[src/include/host_port_pkg.sv]
// Package with constants and carrier types for the SRAM-like host bus port
package host_port_pkg;
    localparam int CLK_PERIOD_NS = 8;
    localparam int ADDR_W = 8;
    localparam int DATA_W = 32;
    localparam int HALF_W = 16;
    // Burst limits for normal register bursts
    localparam int BURST_MAX_WORDS = 8;
    localparam int BURST_MAX_HALVES = 16;
    // Host timing in ns and in whole clock cycles, kept by the host
    localparam int T_CSH_NS = 13;
    localparam int T_CSL_NS = 32;
    localparam int T_CSH_CYC = (T_CSH_NS + CLK_PERIOD_NS - 1) / CLK_PERIOD_NS;
    localparam int T_CSL_CYC = (T_CSL_NS + CLK_PERIOD_NS - 1) / CLK_PERIOD_NS;
    // Word address map (address bits 7..2), decoded when FIFO select is low
    localparam logic [5:0] AW_RX_DATA = 6'h00;
    localparam logic [5:0] AW_TX_DATA = 6'h08;
    localparam logic [5:0] AW_RX_STS = 6'h10;
    localparam logic [5:0] AW_TX_STS = 6'h12;
    localparam logic [5:0] AW_RX_STS_PEEK = 6'h11;
    localparam logic [5:0] AW_TX_STS_PEEK = 6'h13;
    localparam logic [5:0] AW_COUNTER = 6'h3f;
    localparam int AW_LSB = 2;
    localparam int AW_MSB = 7;
    localparam int HALF_SEL_BIT = 1;

    typedef enum logic [2:0] {
        SRC_NONE,
        SRC_CSR,
        SRC_RX_DATA,
        SRC_RX_STS,
        SRC_TX_STS
    } read_src_e;

    // Host pin bundle
    typedef struct packed {
        logic chip_select_low;
        logic read_strobe_low;
        logic write_strobe_low;
        logic fifo_sel;
        logic [ADDR_W-1:1] addr;
        logic [DATA_W-1:0] data_in;
    } host_pins_s;

    // Access request towards the core register file
    typedef struct packed {
        logic [ADDR_W-1:1] addr;
        logic [DATA_W-1:0] data;
        logic [3:0] byte_en;
    } core_access_s;
endpackage

[src/hw/sram_like_host_bus_port.sv]
// Host bus port: strobe decode, direct FIFO modes, read snapshot and bus drive
`timescale 1ns/1ps
`default_nettype none
module sram_like_host_bus_port import host_port_pkg::*; #(
    parameter int DW = DATA_W,           // Data bus width
    parameter int CNT_W = 32             // Width of counter snapshot
) (
    input wire logic mclk,                   // System clock, 125 MHz
    input wire logic resetn,                 // Synchronous reset, active low
    input wire host_pins_s pins,             // Host bus pins
    input wire logic bus16,                  // High selects 16-bit bus mode
    output logic [DW-1:0] data_out,          // Read data to pins
    output logic [DW-1:0] data_oe,           // Output enable per data line
    output logic burst_over,                 // Normal burst exceeded its limit
    output logic csr_rd,                     // Pulse: register read done
    output logic csr_wr,                     // Pulse: register write
    output core_access_s csr_acc,            // Register write address and data
    input wire logic [DW-1:0] csr_rdata,     // Register read data, live
    input wire logic [CNT_W-1:0] counter_in, // Live counter value
    output logic [ADDR_W-1:1] csr_raddr,     // Register read address
    input wire logic [DW-1:0] rx_data_head,  // Head of receive data FIFO
    output logic rx_data_pop,                // Pulse: pop receive data FIFO
    input wire logic [DW-1:0] rx_sts_head,   // Head of receive status FIFO
    output logic rx_sts_pop,                 // Pulse: pop receive status FIFO
    input wire logic [DW-1:0] tx_sts_head,   // Head of transmit status FIFO
    output logic tx_sts_pop,                 // Pulse: pop transmit status FIFO
    output logic tx_data_push,               // Pulse: push transmit data FIFO
    output logic [DW-1:0] tx_data_word,      // Word pushed to transmit FIFO
    output logic [1:0] tx_data_lane          // Address bits 2 and 1 of push
);
    localparam logic [4:0] BURST_CNT_MAX = 5'h1f;

    logic rd_active, rd_start, rd_done;
    logic wr_active, wr_start, wr_done;
    logic [5:0] word_addr;

    // Strobe pairs for read and write
    host_cycle_detect rd_det (
        .mclk(mclk),
        .resetn(resetn),
        .select_low(pins.chip_select_low),
        .strobe_low(pins.read_strobe_low),
        .active(rd_active),
        .start(rd_start),
        .done(rd_done)
    );

    host_cycle_detect wr_det (
        .mclk(mclk),
        .resetn(resetn),
        .select_low(pins.chip_select_low),
        .strobe_low(pins.write_strobe_low),
        .active(wr_active),
        .start(wr_start),
        .done(wr_done)
    );

    assign word_addr = pins.addr[AW_MSB:AW_LSB];

    // Decode the read source; FIFO select bypasses upper decode
    function automatic read_src_e decode_rd(input logic fsel, input logic [5:0] wa);
        read_src_e s;
        s = SRC_CSR;
        if (fsel) begin
            s = SRC_RX_DATA;
        end else if (wa == AW_RX_DATA) begin
            s = SRC_RX_DATA;
        end else if (wa == AW_RX_STS) begin
            s = SRC_RX_STS;
        end else if (wa == AW_TX_STS) begin
            s = SRC_TX_STS;
        end
        return s;
    endfunction

    // Data lanes in use: the low half only in 16-bit mode
    function automatic logic [DW-1:0] lane_mask(input logic b16);
        logic [DW-1:0] m;
        m = '1;
        if (b16) begin
            m = DW'({HALF_W{1'b1}});
        end
        return m;
    endfunction

    // Read state: source, counter snapshot, burst count, drive flag
    read_src_e src_q, src_d;
    logic [CNT_W-1:0] snap_q, snap_d;
    logic [4:0] bcnt_q, bcnt_d;
    logic [DW-1:0] dout_q, dout_d;
    logic drive_q, drive_d;
    logic [ADDR_W-1:1] addr_q, addr_d;
    logic over_q, over_d;
    logic addr_move;
    logic snap_sel;

    // Counter registers are taken as the top word address
    assign snap_sel = (word_addr == AW_COUNTER);
    assign addr_move = rd_active && !rd_start && (pins.addr != addr_q);

    // Next read state and the word to present
    always_comb begin
        src_d = src_q;
        snap_d = snap_q;
        bcnt_d = bcnt_q;
        addr_d = addr_q;
        over_d = over_q;
        drive_d = rd_active;
        dout_d = dout_q;
        if (rd_start) begin
            snap_d = counter_in;
            src_d = decode_rd(pins.fifo_sel, word_addr);
            bcnt_d = 5'h00;
            addr_d = pins.addr;
            over_d = 1'b0;
        end else if (addr_move) begin
            // Each new burst address is one more access
            addr_d = pins.addr;
            src_d = decode_rd(pins.fifo_sel, word_addr);
            if (bcnt_q != BURST_CNT_MAX) begin
                bcnt_d = bcnt_q + 5'h01;
            end
            // Direct FIFO bursts have no limit
            if (!pins.fifo_sel && ({1'b0, bcnt_q} + 6'h02) >
                (bus16 ? 6'(BURST_MAX_HALVES) : 6'(BURST_MAX_WORDS))) begin
                over_d = 1'b1;
            end
        end else if (!rd_active) begin
            src_d = SRC_NONE;
        end
        unique case (src_d)
            SRC_CSR: dout_d = csr_rdata;
            SRC_RX_DATA: dout_d = rx_data_head;
            SRC_RX_STS: dout_d = rx_sts_head;
            SRC_TX_STS: dout_d = tx_sts_head;
            default: dout_d = dout_q;
        endcase
        // Counter register reads return the start-of-cycle snapshot
        if (src_d == SRC_CSR && rd_active && snap_sel) begin
            dout_d = DW'(rd_start ? counter_in : snap_q);
        end
    end

    // Register read address follows the pins
    assign csr_raddr = pins.addr;

    always_ff @(posedge mclk) begin
        if (!resetn) begin
            src_q <= SRC_NONE;
            snap_q <= '0;
            bcnt_q <= 5'h00;
            addr_q <= '0;
            over_q <= 1'b0;
            drive_q <= 1'b0;
            dout_q <= '0;
        end else begin
            src_q <= src_d;
            snap_q <= snap_d;
            bcnt_q <= bcnt_d;
            addr_q <= addr_d;
            over_q <= over_d;
            drive_q <= drive_d;
            dout_q <= dout_d;
        end
    end

    // Drive the bus only while a read is active; upper half off in 16-bit mode
    always_comb begin
        data_oe = '0;
        if (drive_q && rd_active) begin
            data_oe = lane_mask(bus16);
        end
        data_out = dout_q;
    end
    assign burst_over = over_q;

    // Completion pulses; one pop per completed read
    always_comb begin
        rx_data_pop = rd_done && (src_q == SRC_RX_DATA);
        rx_sts_pop = rd_done && (src_q == SRC_RX_STS);
        tx_sts_pop = rd_done && (src_q == SRC_TX_STS);
        csr_rd = rd_done && (src_q == SRC_CSR);
    end

    // Write capture: latch data and address while the cycle is low
    logic [DW-1:0] wdata_q, wdata_d;
    logic [ADDR_W-1:1] waddr_q, waddr_d;
    logic wfifo_q, wfifo_d;
    logic wpush_q, wpush_d;
    logic wcsr_q, wcsr_d;

    always_comb begin
        wdata_d = wdata_q;
        waddr_d = waddr_q;
        wfifo_d = wfifo_q;
        if (wr_active) begin
            // Upper half ignored in 16-bit mode
            wdata_d = DW'(pins.data_in) & lane_mask(bus16);
            waddr_d = pins.addr;
            wfifo_d = pins.fifo_sel || (pins.addr[AW_MSB:AW_LSB] == AW_TX_DATA);
        end
        wpush_d = wr_done && wfifo_q;
        wcsr_d = wr_done && !wfifo_q;
    end

    always_ff @(posedge mclk) begin
        if (!resetn) begin
            wdata_q <= '0;
            waddr_q <= '0;
            wfifo_q <= 1'b0;
            wpush_q <= 1'b0;
            wcsr_q <= 1'b0;
        end else begin
            wdata_q <= wdata_d;
            waddr_q <= waddr_d;
            wfifo_q <= wfifo_d;
            wpush_q <= wpush_d;
            wcsr_q <= wcsr_d;
        end
    end

    // Write outputs, one cycle after strobe release
    assign tx_data_push = wpush_q;
    assign tx_data_word = wdata_q;
    assign tx_data_lane = waddr_q[AW_LSB:HALF_SEL_BIT];
    assign csr_wr = wcsr_q;
    always_comb begin
        csr_acc.addr = waddr_q;
        csr_acc.data = wdata_q;
        csr_acc.byte_en = bus16 ? (waddr_q[HALF_SEL_BIT] ? 4'hc : 4'h3) : 4'hf;
    end

    // Bus released in the same cycle a read ends
    bus_release_a: assert property (@(posedge mclk) disable iff (!resetn)
        rd_done |-> data_oe == '0) else $error("bus driven after read end");

    // Upper lines never driven in 16-bit mode
    upper_half_a: assert property (@(posedge mclk) disable iff (!resetn)
        bus16 |-> data_oe[DW-1:HALF_W] == '0) else $error("upper half driven");

    // One pop per completed read
    single_pop_a: assert property (@(posedge mclk) disable iff (!resetn)
        rx_data_pop |=> !rx_data_pop) else $error("double receive pop");

    // Pop only as a read ends
    pop_at_end_a: assert property (@(posedge mclk) disable iff (!resetn)
        rx_data_pop |-> $past(rd_active)) else $error("pop without read");

    // Push one cycle after write release
    push_timing_a: assert property (@(posedge mclk) disable iff (!resetn)
        tx_data_push |-> $past(wr_done)) else $error("push misplaced");

    // Snapshot taken at read start
    snap_take_a: assert property (@(posedge mclk) disable iff (!resetn)
        rd_start |=> snap_q == $past(counter_in)) else $error("snapshot wrong");

    // Direct FIFO reads select receive data
    direct_read_a: assert property (@(posedge mclk) disable iff (!resetn)
        rd_start && pins.fifo_sel |=> src_q == SRC_RX_DATA) else $error("bad source");

    // Direct bursts raise no overrun flag on the third cycle after read start
    direct_burst_a: assert property (@(posedge mclk) disable iff (!resetn)
        rd_start ##1 (rd_active && pins.fifo_sel)[*3] |-> !$rose(over_q))
        else $error("direct burst limited");

    // Nothing driven while no read is in progress
    idle_release_a: assert property (@(posedge mclk) disable iff (!resetn)
        !rd_active |-> data_oe == '0) else $error("bus driven while idle");

    // Full width driven from the second read cycle in 32-bit mode
    full_drive_a: assert property (@(posedge mclk) disable iff (!resetn)
        rd_active && !rd_start && !bus16 |-> data_oe == '1) else $error("word not driven");

    // Low half driven from the second read cycle in 16-bit mode
    lower_drive_a: assert property (@(posedge mclk) disable iff (!resetn)
        rd_active && !rd_start && bus16 |-> data_oe[HALF_W-1:0] == '1)
        else $error("low half not driven");

    // Upper write lines dropped in 16-bit mode
    write_upper_a: assert property (@(posedge mclk) disable iff (!resetn)
        bus16 && wr_active |=> wdata_q[DW-1:HALF_W] == '0) else $error("upper write kept");

    // Direct writes always go to the transmit FIFO
    direct_write_a: assert property (@(posedge mclk) disable iff (!resetn)
        wr_start && pins.fifo_sel |=> wfifo_q) else $error("direct write not pushed");

    // One push per completed write
    push_once_a: assert property (@(posedge mclk) disable iff (!resetn)
        tx_data_push |=> !tx_data_push) else $error("double push");

    // Status FIFOs popped once per completed read
    status_pop_a: assert property (@(posedge mclk) disable iff (!resetn)
        rx_sts_pop || tx_sts_pop |=> !rx_sts_pop && !tx_sts_pop)
        else $error("double status pop");

    // At most one read target completes at a time
    one_target_a: assert property (@(posedge mclk) disable iff (!resetn)
        $onehot0({rx_data_pop, rx_sts_pop, tx_sts_pop, csr_rd}))
        else $error("two read targets");

    // Burst limit flag cleared by each new read
    burst_clear_a: assert property (@(posedge mclk) disable iff (!resetn)
        rd_start |=> !over_q) else $error("stale burst flag");

    // Burst limit flag only rises on a normal burst step
    burst_step_a: assert property (@(posedge mclk) disable iff (!resetn)
        $rose(over_q) |-> $past(addr_move) && !$past(pins.fifo_sel))
        else $error("flag without step");

    // Read source held while the address stands
    src_hold_a: assert property (@(posedge mclk) disable iff (!resetn)
        rd_active && !rd_start && !addr_move |=> $stable(src_q)) else $error("source moved");
endmodule
`default_nettype wire

[src/hw/host_cycle_detect.sv]
// Strobe pair decoder that marks cycle start and completion
`timescale 1ns/1ps
`default_nettype none
module host_cycle_detect import host_port_pkg::*; (
    input wire logic mclk,           // System clock
    input wire logic resetn,         // Synchronous reset, active low
    input wire logic select_low,     // Chip select, active low
    input wire logic strobe_low,     // Read or write strobe, active low
    output logic active,             // Cycle in progress
    output logic start,              // Pulse on first cycle clock
    output logic done                // Pulse when the cycle ends
);
    logic act_q, act_d;

    // Cycle is active while both are low, in any order of edges
    always_comb begin
        act_d = !select_low && !strobe_low;
    end

    always_ff @(posedge mclk) begin
        if (!resetn) begin
            act_q <= 1'b0;
        end else begin
            act_q <= act_d;
        end
    end

    assign active = act_d;
    assign start = act_d && !act_q;
    assign done = !act_d && act_q;
endmodule
`default_nettype wire

[config.mk]
export PLATFORM = sky130hd
export DESIGN_NAME = sram_like_host_bus_port
export DESIGN_NICKNAME = d
export VERILOG_FILES = /design/src/include/host_port_pkg.sv /design/src/hw/sram_like_host_bus_port.sv /design/src/hw/host_cycle_detect.sv
export SDC_FILE = /design/constraint.sdc
export NUM_CORES = 1
export LEC_CHECK = 0
export BUFFER_PORTS_ARGS = -buffer_cell sky130_fd_sc_hd__buf_4
export CAP_MARGIN = 0
export CORE_AREA = 2 2 140 142
export CTS_BUF_LIST = sky130_fd_sc_hd__clkbuf_2
export DETAILED_ROUTE_END_ITERATION = 10
export DIE_AREA = 0 0 142 144
export PLACE_DENSITY_LB_ADDON = 0.2
export SETUP_SLACK_MARGIN = 0.1
export SYNTH_ARGS = -nofsm -noshare
export SYNTH_HDL_FRONTEND = slang
export SYNTH_SLANG_ARGS = --single-unit
[constraint.sdc]
create_clock -name mclk -period 3.3 [get_ports mclk]
set_clock_uncertainty 0.05 [all_clocks]
set_input_delay 0.165 -clock mclk [delete_from_list [all_inputs] [get_ports mclk]]
set_output_delay 0.165 -clock mclk [all_outputs]
set_load 0.01 [all_outputs]
After elaboration in Yosys (flattened, before gate mapping)

Cells that the tools add are included.

$lt $le $gt $ge: 1
Add/subtract/negate cells: 2
Bitwise operators: 2
Reductions and logical operators: 33
Mux-type cells: 18
Equal/unequal tests: 14

Operator list:

| cell                | number |
|---|---|
| $mux 32             | 5 |
| $pmux 32 s4         | 1 |
| $and 32x32->32      | 1 |
| $mux 3              | 7 |
| $logic_and 1x1->1   | 17 |
| $mux 7              | 2 |
| $eq 3x2->1 const B  | 4 |
| $eq 6x5->1 const B  | 2 |
| $logic_not 1->1     | 9 |
| $mux 4              | 2 |
| $ne 7x7->1          | 1 |
| $add 5x2->6 const B | 1 |
| $eq 3x1->1 const B  | 2 |
| $eq 3x3->1 const B  | 2 |
| $eq 6x4->1 const B  | 1 |
| $eq 6x6->1 const B  | 1 |
| $gt 6x5->1          | 1 |
| $logic_not 6->1     | 1 |
| $add 5x1->5 const B | 1 |
| $mux 5              | 1 |
| $ne 5x5->1 const B  | 1 |
| $reduce_bool 5->1   | 1 |
| $reduce_and 2->1    | 2 |
| $reduce_bool 2->1   | 1 |
| other kinds (3)     | 3 |

Register bits: 124
Input port bits: 206
Output and inout bits: 155
Word-level logic and storage cells: 83

Logic depth before layout (Yosys ltp)

Gate-level depths: netlist of the first run.

Depth in word-level cells: 12
Gate-level depth with buffers: 11
Gate-level depth less buffers: 8

By module

From an unflattened synthesis of the first run, not the netlist that was laid out.

Cell total of the unflattened synthesis: 701
Area total of the unflattened synthesis: 6299.8 µm²

Modules (own cells, without submodules):

| module                  | seq. area each (µm²) | area an instance (µm²) | cells an instance | times used |
|---|---|---|---|---|
| sram_like_host_bus_port | 2462.4               | 6192.2                 | 691               | 1 |
| host_cycle_detect       | 20.0                 | 53.8                   | 5                 | 2 |

Worst setup path before layout of the first run

No wires, ideal clock.

Kind: register to register
From: reg addr_q[5] (netlist name)
To: reg dout_q[31], in the netlist data_out[31]
Setup time: 0.074 ns
Buffers on the path: 2
Slack: 0.724 ns
Period minus slack after synthesis: 2.576 ns
Stages on the path, launching flop included: 9
Required time: 3.176 ns
Arrival: 2.452 ns
Cells stage by stage: dfxtp_1 -> xor2_1 -> or4b_1 -> or3_1 -> a2111o_1 -> buf_6 -> buf_6 -> or3_1 -> a31oi_1

Cells in the longest elaborated chain, start to end: 8
Elaborated cells between the ends (all ways): 13
Those cells by class: eq/ne (5); mux (4); reduce/logical (4)

Ends and longest elaborated chain:

| element                                                       | line                                                           | RTL |
|---|---|---|
| start, declared                                               | sram_like_host_bus_port.sv:92                                  | `logic [ADDR_W-1:1] addr_q, addr_d;` |
| start signal, assigned                                        | sram_like_host_bus_port.sv:160                                 | `addr_q <= addr_d;` |
| $ne 7x7->1 (*)                                                | sram_like_host_bus_port.sv:99                                  | `assign addr_move = rd_active && !rd_start && (pins.addr != addr_q);` |
| $logic_and 1x1->1 (*)                                         | sram_like_host_bus_port.sv:99                                  |  |
| $mux 3 (*)                                                    | sram_like_host_bus_port.sv:116                                 | `end else if (addr_move) begin` |
| $mux 3 (*)                                                    | sram_like_host_bus_port.sv:110                                 | `if (rd_start) begin` |
| $eq 3x1->1                                                    | sram_like_host_bus_port.sv:131, sram_like_host_bus_port.sv:139 |  |
| $logic_and 1x1->1 (2 in a row)                                | sram_like_host_bus_port.sv:139                                 | `if (src_d == SRC_CSR && rd_active && snap_sel) begin` |
| $reduce_bool 5->1 (no line) / $mux 32 (equally long branches) | --                                                             |  |
| end signal, assigned                                          | sram_like_host_bus_port.sv:163                                 | `dout_q <= dout_d;` |
| end, declared                                                 | sram_like_host_bus_port.sv:90                                  | `logic [DW-1:0] dout_q, dout_d;` |

Mark *: on every way between the ends. The rest lies on a longest branch, timed or not.
A chain may end at the register's enable or synchronous reset.

Worst setup path in the final report of the first run

From: reg addr_q[7] (netlist name)
To: reg dout_q[18], in the netlist data_out[18]

Same word-level chain as after synthesis.

==> results.txt, run 1 <==
The width of the die was 142 um. Async set-or-reset flop fraction in the synthesized netlist: 0%. The critical path buffer and inverter count came out at 3. sky130_fd_sc_hd__dfxtp_1 takes more of the synthesized area than any other cell. Walking the worst path, the cells encountered are xor2_1 -> nor4b_4 -> a211o_1 -> buf_4 -> o2111ai_2 -> buf_4 -> o22ai_1 -> dlygate4sd3_1 -> a211o_1 -> a31oi_1.

The first TritonRoute pass finished after 5 iterations. The number of pins exceeding their max-slew limit in the final report came out at 0. The post-route netlist has 31.3% of its cells at a drive strength greater than 1. The start point of the worst min-delay path was rx_sts_head[24].

Summed over all cells, the static leakage comes to 5.43 nW. The number of buffers added by the clock tree synthesis step is 17. Number of sinks handled by clock tree synthesis: 124.

Setup repair after global routing left no endpoint under its margin. The tools report the final hold violation count as 0. The initial antenna violation count is 2, and the top-area cell type share of the netlist area is 37.0%. Pin placement for this block handled 361 I/O pins.

The average wire length per cell after detail routing is 17.1 um. For the worst-case vdd ir drop, the log shows 0.206 mV. Global routing used 25.4% of the available tracks across all layers. The net count reported at finish was 1,544. In this run, the number of DRC markers left after iteration 0 of detailed routing was 419. Synthesis handed over a netlist of 825 instances.

The maximum root-to-sink buffer count was 2. Across the run, the number of max-cap violations was 0. For this configuration, the core starts out at a cell density of 35.2%.

In this run the tightest slew margin relative to its limit is 42.5%. Depth of the worst register-to-register path: 10. For this run, the leading register cell type out of synthesis is sky130_fd_sc_hd__dfxtp_1. The launching instance or port of the critical path was addr_q[7]$_SDFFE_PN0P_. Yosys mapped the design onto 48 distinct sky130hd cell types. At the pin with the least slew margin, the transition time is 0.859 ns. The path with the worst hold slack has its endpoint at data_out[24]$_SDFFE_PN0P_. The post-synthesis sequential area ratio is 37.0%.

The HPWL after detailed placement is 16,200 um. Routability-driven placement finished with a final weighted congestion of 0.793. At the later pin of the worst-skew pair, clock insertion delay measures 0.68 ns. Yosys mapped a number of flops with a built-in enable equal to 0. The largest stage delay on the critical path works out to 0.57 ns. The worst hold path cell count was 6. The most instantiated library cell after synthesis is sky130_fd_sc_hd__dfxtp_1. Level count of the clock H-tree: 4.

Timing analysis after detailed placement gives a worst setup slack of 0.324 ns. The first-pass GRT wire length came out at 41,200 um. For the post-layout worst setup margin, the log shows 0.281 ns.

The run gives 8,147 as the via count of the first global-routing pass. In this run the clock root is driven by a sky130_fd_sc_hd__clkbuf_2. The worst register-to-register path ends at data_out[18]$_SDFFE_PN0P_.

The worst setup path is launched from a flip-flop. Along the worst path, the maximum fanout reaches 34. The critical path is of the reg -> reg type. Entering global routing, the biggest net connects 65 pins.

The tools report the kind of capture point of the worst setup path as a flip-flop. The core region is 19,100 um^2. Global routing finished with a remaining overflow of 0. The detail route stage leaves a number of antenna-violating nets equal to 0.

The average instance in the mapped netlist occupies 8.14 um^2. Setup violations remaining at the end of the flow were counted as 0. Total power per unit cell area: 301 nW/um^2. Final hold analysis gives a worst-case slack of 0.0920 ns. The area growth from synthesis to layout is 77.4%.

The setup total negative slack came out at 0 ns. On the critical path the largest part of the delay comes from buffers and inverters. The synthesis-stage register bit count is 124. In the final layout, the multi-input gates occupy 3350 um^2. The number of vias after detailed routing is 8,022.

In the finished design, the share of the clock period the worst path needs comes to 91.5%. STA puts the critical path data required time at 3.88 ns. Number of nets produced by synthesis: 1,037. For the number of warnings printed during yosys synthesis, the log shows 0. Cell row count: 51.

After detailed routing, the number of remaining DRC violations is 0. In the final layout, flip-flops and latches occupy 2480 um^2. The routed design could run at a clock period as short as 3.02 ns. TritonCTS built the clock tree. Static timing analysis puts the maximum clock frequency at 0.331 GHz. Buffers placed on the I/O ports in this run total 360. In the synthesized netlist, the cells that appear most often are 124 x sky130_fd_sc_hd__dfxtp_1, 73 x sky130_fd_sc_hd__buf_4, 61 x sky130_fd_sc_hd__nand2_1. The vias per cell is 5.06, and the register clock-pin slew on the reported worst setup and hold paths is 0.23 ns.

Yosys attributes the largest share of cell area to sky130_fd_sc_hd__dfxtp_1 37%, sky130_fd_sc_hd__buf_4 8.2%, sky130_fd_sc_hd__mux2i_1 5.5%. The die covers 20,400 um^2. At the worst endpoint, the arrival time is 3.60 ns.

The fill cell instance count of the final layout is 1,538, and the worst setup slack for register-to-register paths is 0.28 ns. Start of the worst register-to-register path: addr_q[7]$_SDFFE_PN0P_. The die is 144 um tall. Worst hold-check path type: in -> reg.

The run finished with clean final reports. The worst-path cell with the longest stage delay is sky130_fd_sc_hd__dlygate4sd3_1. After detailed routing, the total wire length is 27,100 um. The cell area after technology mapping came out at 6720 um^2.
==> worst reg2reg max path, stage by stage, from the launching register on <==
cell,delay [ns]
sky130_fd_sc_hd__dfxtp_1,0.39
sky130_fd_sc_hd__xor2_1,0.37
sky130_fd_sc_hd__nor4b_4,0.10
sky130_fd_sc_hd__a211o_1,0.33
sky130_fd_sc_hd__buf_4,0.27
sky130_fd_sc_hd__o2111ai_2,0.16
sky130_fd_sc_hd__buf_4,0.25
sky130_fd_sc_hd__o22ai_1,0.11
sky130_fd_sc_hd__dlygate4sd3_1,0.57
sky130_fd_sc_hd__a211o_1,0.23
sky130_fd_sc_hd__a31oi_1,0.17
==> placed cells by master (no fill, tap or decap), types with 4 or more instances in the layout <==
cell / netlist / routed
sky130_fd_sc_hd__a21boi_0: 25 / 25
sky130_fd_sc_hd__buf_12: 0 / 4
sky130_fd_sc_hd__mux2i_1: 37 / 37
sky130_fd_sc_hd__nand3_1: 37 / 37
sky130_fd_sc_hd__xor2_1: 5 / 5
sky130_fd_sc_hd__and3_1: 4 / 4
sky130_fd_sc_hd__a211o_1: 34 / 34
sky130_fd_sc_hd__nor2b_1: 40 / 40
sky130_fd_sc_hd__inv_1: 36 / 36
sky130_fd_sc_hd__ha_1: 6 / 6
sky130_fd_sc_hd__a31oi_1: 34 / 34
sky130_fd_sc_hd__nand2_1: 61 / 61
sky130_fd_sc_hd__or3_1: 32 / 32
sky130_fd_sc_hd__xnor2_1: 7 / 7
sky130_fd_sc_hd__a22o_1: 16 / 16
sky130_fd_sc_hd__o22ai_1: 32 / 32
sky130_fd_sc_hd__o21ai_0: 35 / 35
sky130_fd_sc_hd__buf_4: 73 / 373
sky130_fd_sc_hd__dfxtp_1: 124 / 124
sky130_fd_sc_hd__a21oi_1: 35 / 35
sky130_fd_sc_hd__clkbuf_2: 0 / 18
sky130_fd_sc_hd__dlygate4sd3_1: 0 / 250
sky130_fd_sc_hd__nor2_1: 53 / 51
==> metrics by stage <==
step / instances / area [um^2] / util, % / total power [mW]
after global routing: 1584 / 11900 / 62.4 / 3.76
after CTS: 1580 / 11900 / 62.2 / 3.61
after global placement: 1299 / 9110 / 47.7 / 2.31
after floorplan: 825 / 6720 / - / 1.95
after detailed placement: 1299 / 9110 / 47.7 / 2.32
final: 1584 / 11900 / 62.4 / 3.59
==> state kept, by name, indices dropped and copies added, names as in the netlist <==
register and count:
burst_over 1, tx_data_push 1, data_out 32, rd_det.act_q 1, addr_q 7, src_q 3
wr_det.act_q 1, snap_q 32, waddr_q 7, tx_data_word 32, wfifo_q 1, bcnt_q 5
csr_wr 1
==> kinds of logic after synthesis <==
family,count (synthesis),share of synthesized area [%]
buffers and inverters,175,14.1
AO/OA/AOI/OAI,221,21.9
adder cells (fa/ha/maj),6,1.12
flip-flops,124,37.0
XOR/XNOR,12,1.57
multiplexers,38,5.68
AND/OR/NAND/NOR,249,18.6
==> worst max path at each step <==
| stage | end | slack, ns | cells past startpoint |
|---|---|---|---|
| after floorplan | data_out[31]$_SDFFE_PN0P_ | 0.72 | 8 |
| after global placement | data_out[14]$_SDFFE_PN0P_ | 0.40 | 8 |
| after detailed placement | data_out[7]$_SDFFE_PN0P_ | 0.32 | 8 |
| after CTS | data_out[18]$_SDFFE_PN0P_ | 0.15 | 10 |
| after global routing | data_out[18]$_SDFFE_PN0P_ | 0.12 | 10 |
| final | data_out[18]$_SDFFE_PN0P_ | 0.28 | 10 |
==> layout make-up <==
| class | count | share of cell area [%] |
|---|---|---|
| repair buffers | 627 | 45.2 |
| multi-input cells | 526 | 28.1 |
| flip-flops and latches | 124 | 20.8 |
| well taps | 238 | 2.50 |
| clock inverters | 13 | 1.41 |
| inverters | 36 | 1.13 |
| clock buffers | 18 | 0.756 |
| diodes | 2 | 0.0420 |
==> power breakdown <==
part / switching [mW] / leakage (nW) / total [mW] / internal, mW
logic: 0.371 / 4.26 / 0.925 / 0.554
registers: 0.0426 / 1.01 / 1.61 / 1.57
clock network: 0.622 / 0.151 / 1.05 / 0.429
total: 1.04 / 5.43 / 3.59 / 2.55
==> routing by layer <==
metal  track usage [%]  wire, um
met1              29.8     10900
met2              43.6     13300
met3              5.43      1990
met4              13.2       981
met5                 0         0
==> what timing repair did <==
action	4_1_cts	5_1_grt
setup endpoints to repair	0	1
hold buffers	250	0
gates resized for setup	0	2
endpoints found under the hold margin	116	0
buffers inserted	0	2
Power figures use the tool's default switching activity.
==> run 2, diff against run 1 <==
SYNTH_HIERARCHICAL = 1   (was unset)
==> run 2 against run 1 <==
  * Critical path type is now in -> reg
  * Sequential power increased by 2%
  * Highest routed layer unchanged
  * Via count decreased by 16%
  * Power decreased by 0.16%
  * Largest power group unchanged
  * Routed wire length decreased by 16%
  * Final cell count decreased by 11%
  * Flip-flop and latch count increased by 1
  * Hold slack improved by 0.11 ns
  * Die area unchanged
==> results.txt, run 2 <==
The run finished with clean final reports. The cell row count is 51, and the standby leakage power is 5.01 nW. The part of the power in registers was 46.1%; the number of maximum-capacitance violations was 0. The number of pins exceeding their max-slew limit in the final report was 0. In this run the power spent charging and discharging nets is 1.04 mW. The via count of the first global-routing pass came out at 6,681. Net switching is 29.0% of the power. The launching instance or port of the critical path was pins[38].

For the latest clock arrival within the worst-skew pair, the log shows 0.68 ns. After clock tree synthesis, the clock-pin slew on the worst setup and hold paths is 0.19 ns. At the pin with the least slew margin, the transition time is 0.763 ns.

For the maximum clock frequency, the log shows 0.313 GHz. In this run the tightest slew margin relative to its limit is 48.7%. The setup total negative slack was 0 ns. The root buffer cell chosen for the clock tree is sky130_fd_sc_hd__clkbuf_2. The H-tree was split into 4 levels. STA classifies the critical path endpoint as a flip-flop. Internal power comes to 2.54 mW. The clock network fraction of design power is 25.9%. For the count of pins on the block boundary, the log shows 361.

TritonCTS built the clock tree. The total congestion overflow is 0, and the utilization after layout is 57.2%. STA puts the critical path data required time at 3.83 ns. The average size of a mapped cell was 8.99 um^2. Overall power consumption after layout is estimated at 3.58 mW. The kind of launch point of the worst setup path was a primary input. The clock period could shrink to 3.19 ns. The critical path in this run is classified as in -> reg. For this block, the routed nets add up to 22,900 um of wire. The tools report the number of sinks handled by clock tree synthesis as 125.

0 antenna diodes ended up in the layout. The biggest fanout along the worst timing path is 22, and the share of cells above drive strength 1 is 40.0%. The run gives 0.787 as the last weighted congestion value of the routability-driven placer.

The area growth from synthesis to layout is 73.6%. The vias per cell was 4.77; the pin count of the biggest net entering global routing was 45. The HPWL after detailed placement is 15,400 um. Once detail routing completed, the nets flagged for antenna violations numbered 0. Setup repair after global routing left no endpoint under its margin. The critical path goes through dlygate4sd3_1 -> buf_4 -> or4_1 -> o21ba_2 -> o211a_1 -> a211oi_4 -> buf_4 -> clkbuf_16 -> mux2_2 -> o22ai_1 -> o31ai_2 -> dlygate4sd3_1. Combinational cells account for 28.0% of the total power.

Setup violations remaining at the end of the flow were counted as 0. Global routing used 20.8% of the available tracks across all layers. Worst hold-check path type: in -> reg. The largest individual stage delay along the critical path comes from the cell sky130_fd_sc_hd__or4_1. The cell area after technology mapping came out at 6290 um^2. The total power per unit cell area came out at 328 nW/um^2. The final hold violation count is 0, and the average wire length per cell after detail routing is 16.2 um.

The die is 142 um wide. Counting the buffers created by CTS gives 17. The tools report the start of the worst register-to-register path as addr_q[6]$_SDFFE_PN0P_. The net count reported at finish came out at 1,377. Synthesis produced a netlist whose cell count is 700. The detailed-routing iteration count for the pre-antenna-repair pass was 4; the total of buffers placed on input and output ports was 360.

The initial utilization of the core area, before any placement, comes to 33.0%. The region available for standard cell placement spans 19,100 um^2. After the first detailed-routing iteration, the DRC count stood at 243. For this run, the number of Yosys warnings is 6.

First-pass GRT wire length: 33,400 um. In the layout the commonest cells are 381 x sky130_fd_sc_hd__buf_4, 175 x sky130_fd_sc_hd__dlygate4sd3_1, 125 x sky130_fd_sc_hd__nor2_1, 125 x sky130_fd_sc_hd__dfxtp_1, 63 x sky130_fd_sc_hd__mux2i_1. The tools report the worst endpoint data arrival time as 3.72 ns. Hold is met by 0.205 ns. The library cell used most frequently in the layout, excluding fill and tap cells, is sky130_fd_sc_hd__buf_4. The final critical path takes up 96.7% of the cycle. The number of nets produced by synthesis was 912; the worst-case vdd ir drop was 0.167 mV. The die height was 144 um. The die outline area was 20,400 um^2. The initial antenna violation count is 0, and the number of design rule violations left after detail routing is 0.

The routed layout has 6,749 vias. The run gives 2 as the maximum root-to-sink buffer count. For this run, the slowest stage of the critical path takes 0.58 ns. The worst hold path begins at pins[15].
-- run 2: worst max-delay path, delay by kind of cell --
kind / cells / cell delay [ns]
buf+inv: 5 / 1.69
compound gates: 5 / 0.93
simple gates: 1 / 0.58
mux: 1 / 0.35
-- run 2: worst paths after layout --
check	end	cells after the start	slack, ns
worst max register to register	data_out[3]$_SDFFE_PN0P_	11	0.23
worst max-delay path	data_out[8]$_SDFFE_PN0P_	12	0.11
worst min-delay path	tx_data_word[15]$_SDFFE_PN0P_	4	0.21
worst min register to register	csr_wr$_SDFF_PN0_	1	0.44
-- run 2: final cells by class --
cell class                 instances  area, um^2
clock inverter                    12         124
inverter                           6        22.5
sequential                       125        2500
multi-input combinational        448        3090
tap                              238         298
fill                            1713        8160
clock buffer                      19        95.1
timing repair buffer             567        4780
-- run 2: metal layers --
| layer | vias to the layer above | part of all wire [%] | global-route usage, % | routed length [um] |
|---|---|---|---|---|
| met5 | - | 0 | 0 | 0 |
| met4 | 0 | 2.6 | 7.37 | 587 |
| met3 | 40 | 6.0 | 5.73 | 1370 |
| met2 | 272 | 52 | 40.0 | 11900 |
| met1 | 3122 | 39 | 21.7 | 8970 |
| li1 | 3315 | - | - | - |
-- run 2: power groups by stage --
stage / logic, mW / clock network (mW) / registers [mW]
3_5_place_dp: 0.770 / 0 / 1.68
5_1_grt: 1.08 / 1.02 / 1.66
6_report: 1.01 / 0.927 / 1.65
2_1_floorplan: 0.359 / 0 / 1.70
3_3_place_gp: 0.766 / 0 / 1.68
4_1_cts: 0.962 / 0.972 / 1.65
-- run 2: stage by stage --
stage,worst slack [ns],instance area [um^2],cells
floorplan,0.847,6290,700
global placement,0.447,8730,1196
detailed placement,0.452,8730,1196
CTS,0.130,10700,1402
global route,0.0736,10900,1415
finish,0.107,10900,1415
-- run 2: repair_timing --
| action | CTS | global route |
|---|---|---|
| hold buffers | 175 | 0 |
| hold endpoints to repair | 123 | 0 |
| setup endpoints to repair | 0 | 32 |
| buffers inserted | 0 | 11 |
| resized for setup | 0 | 19 |
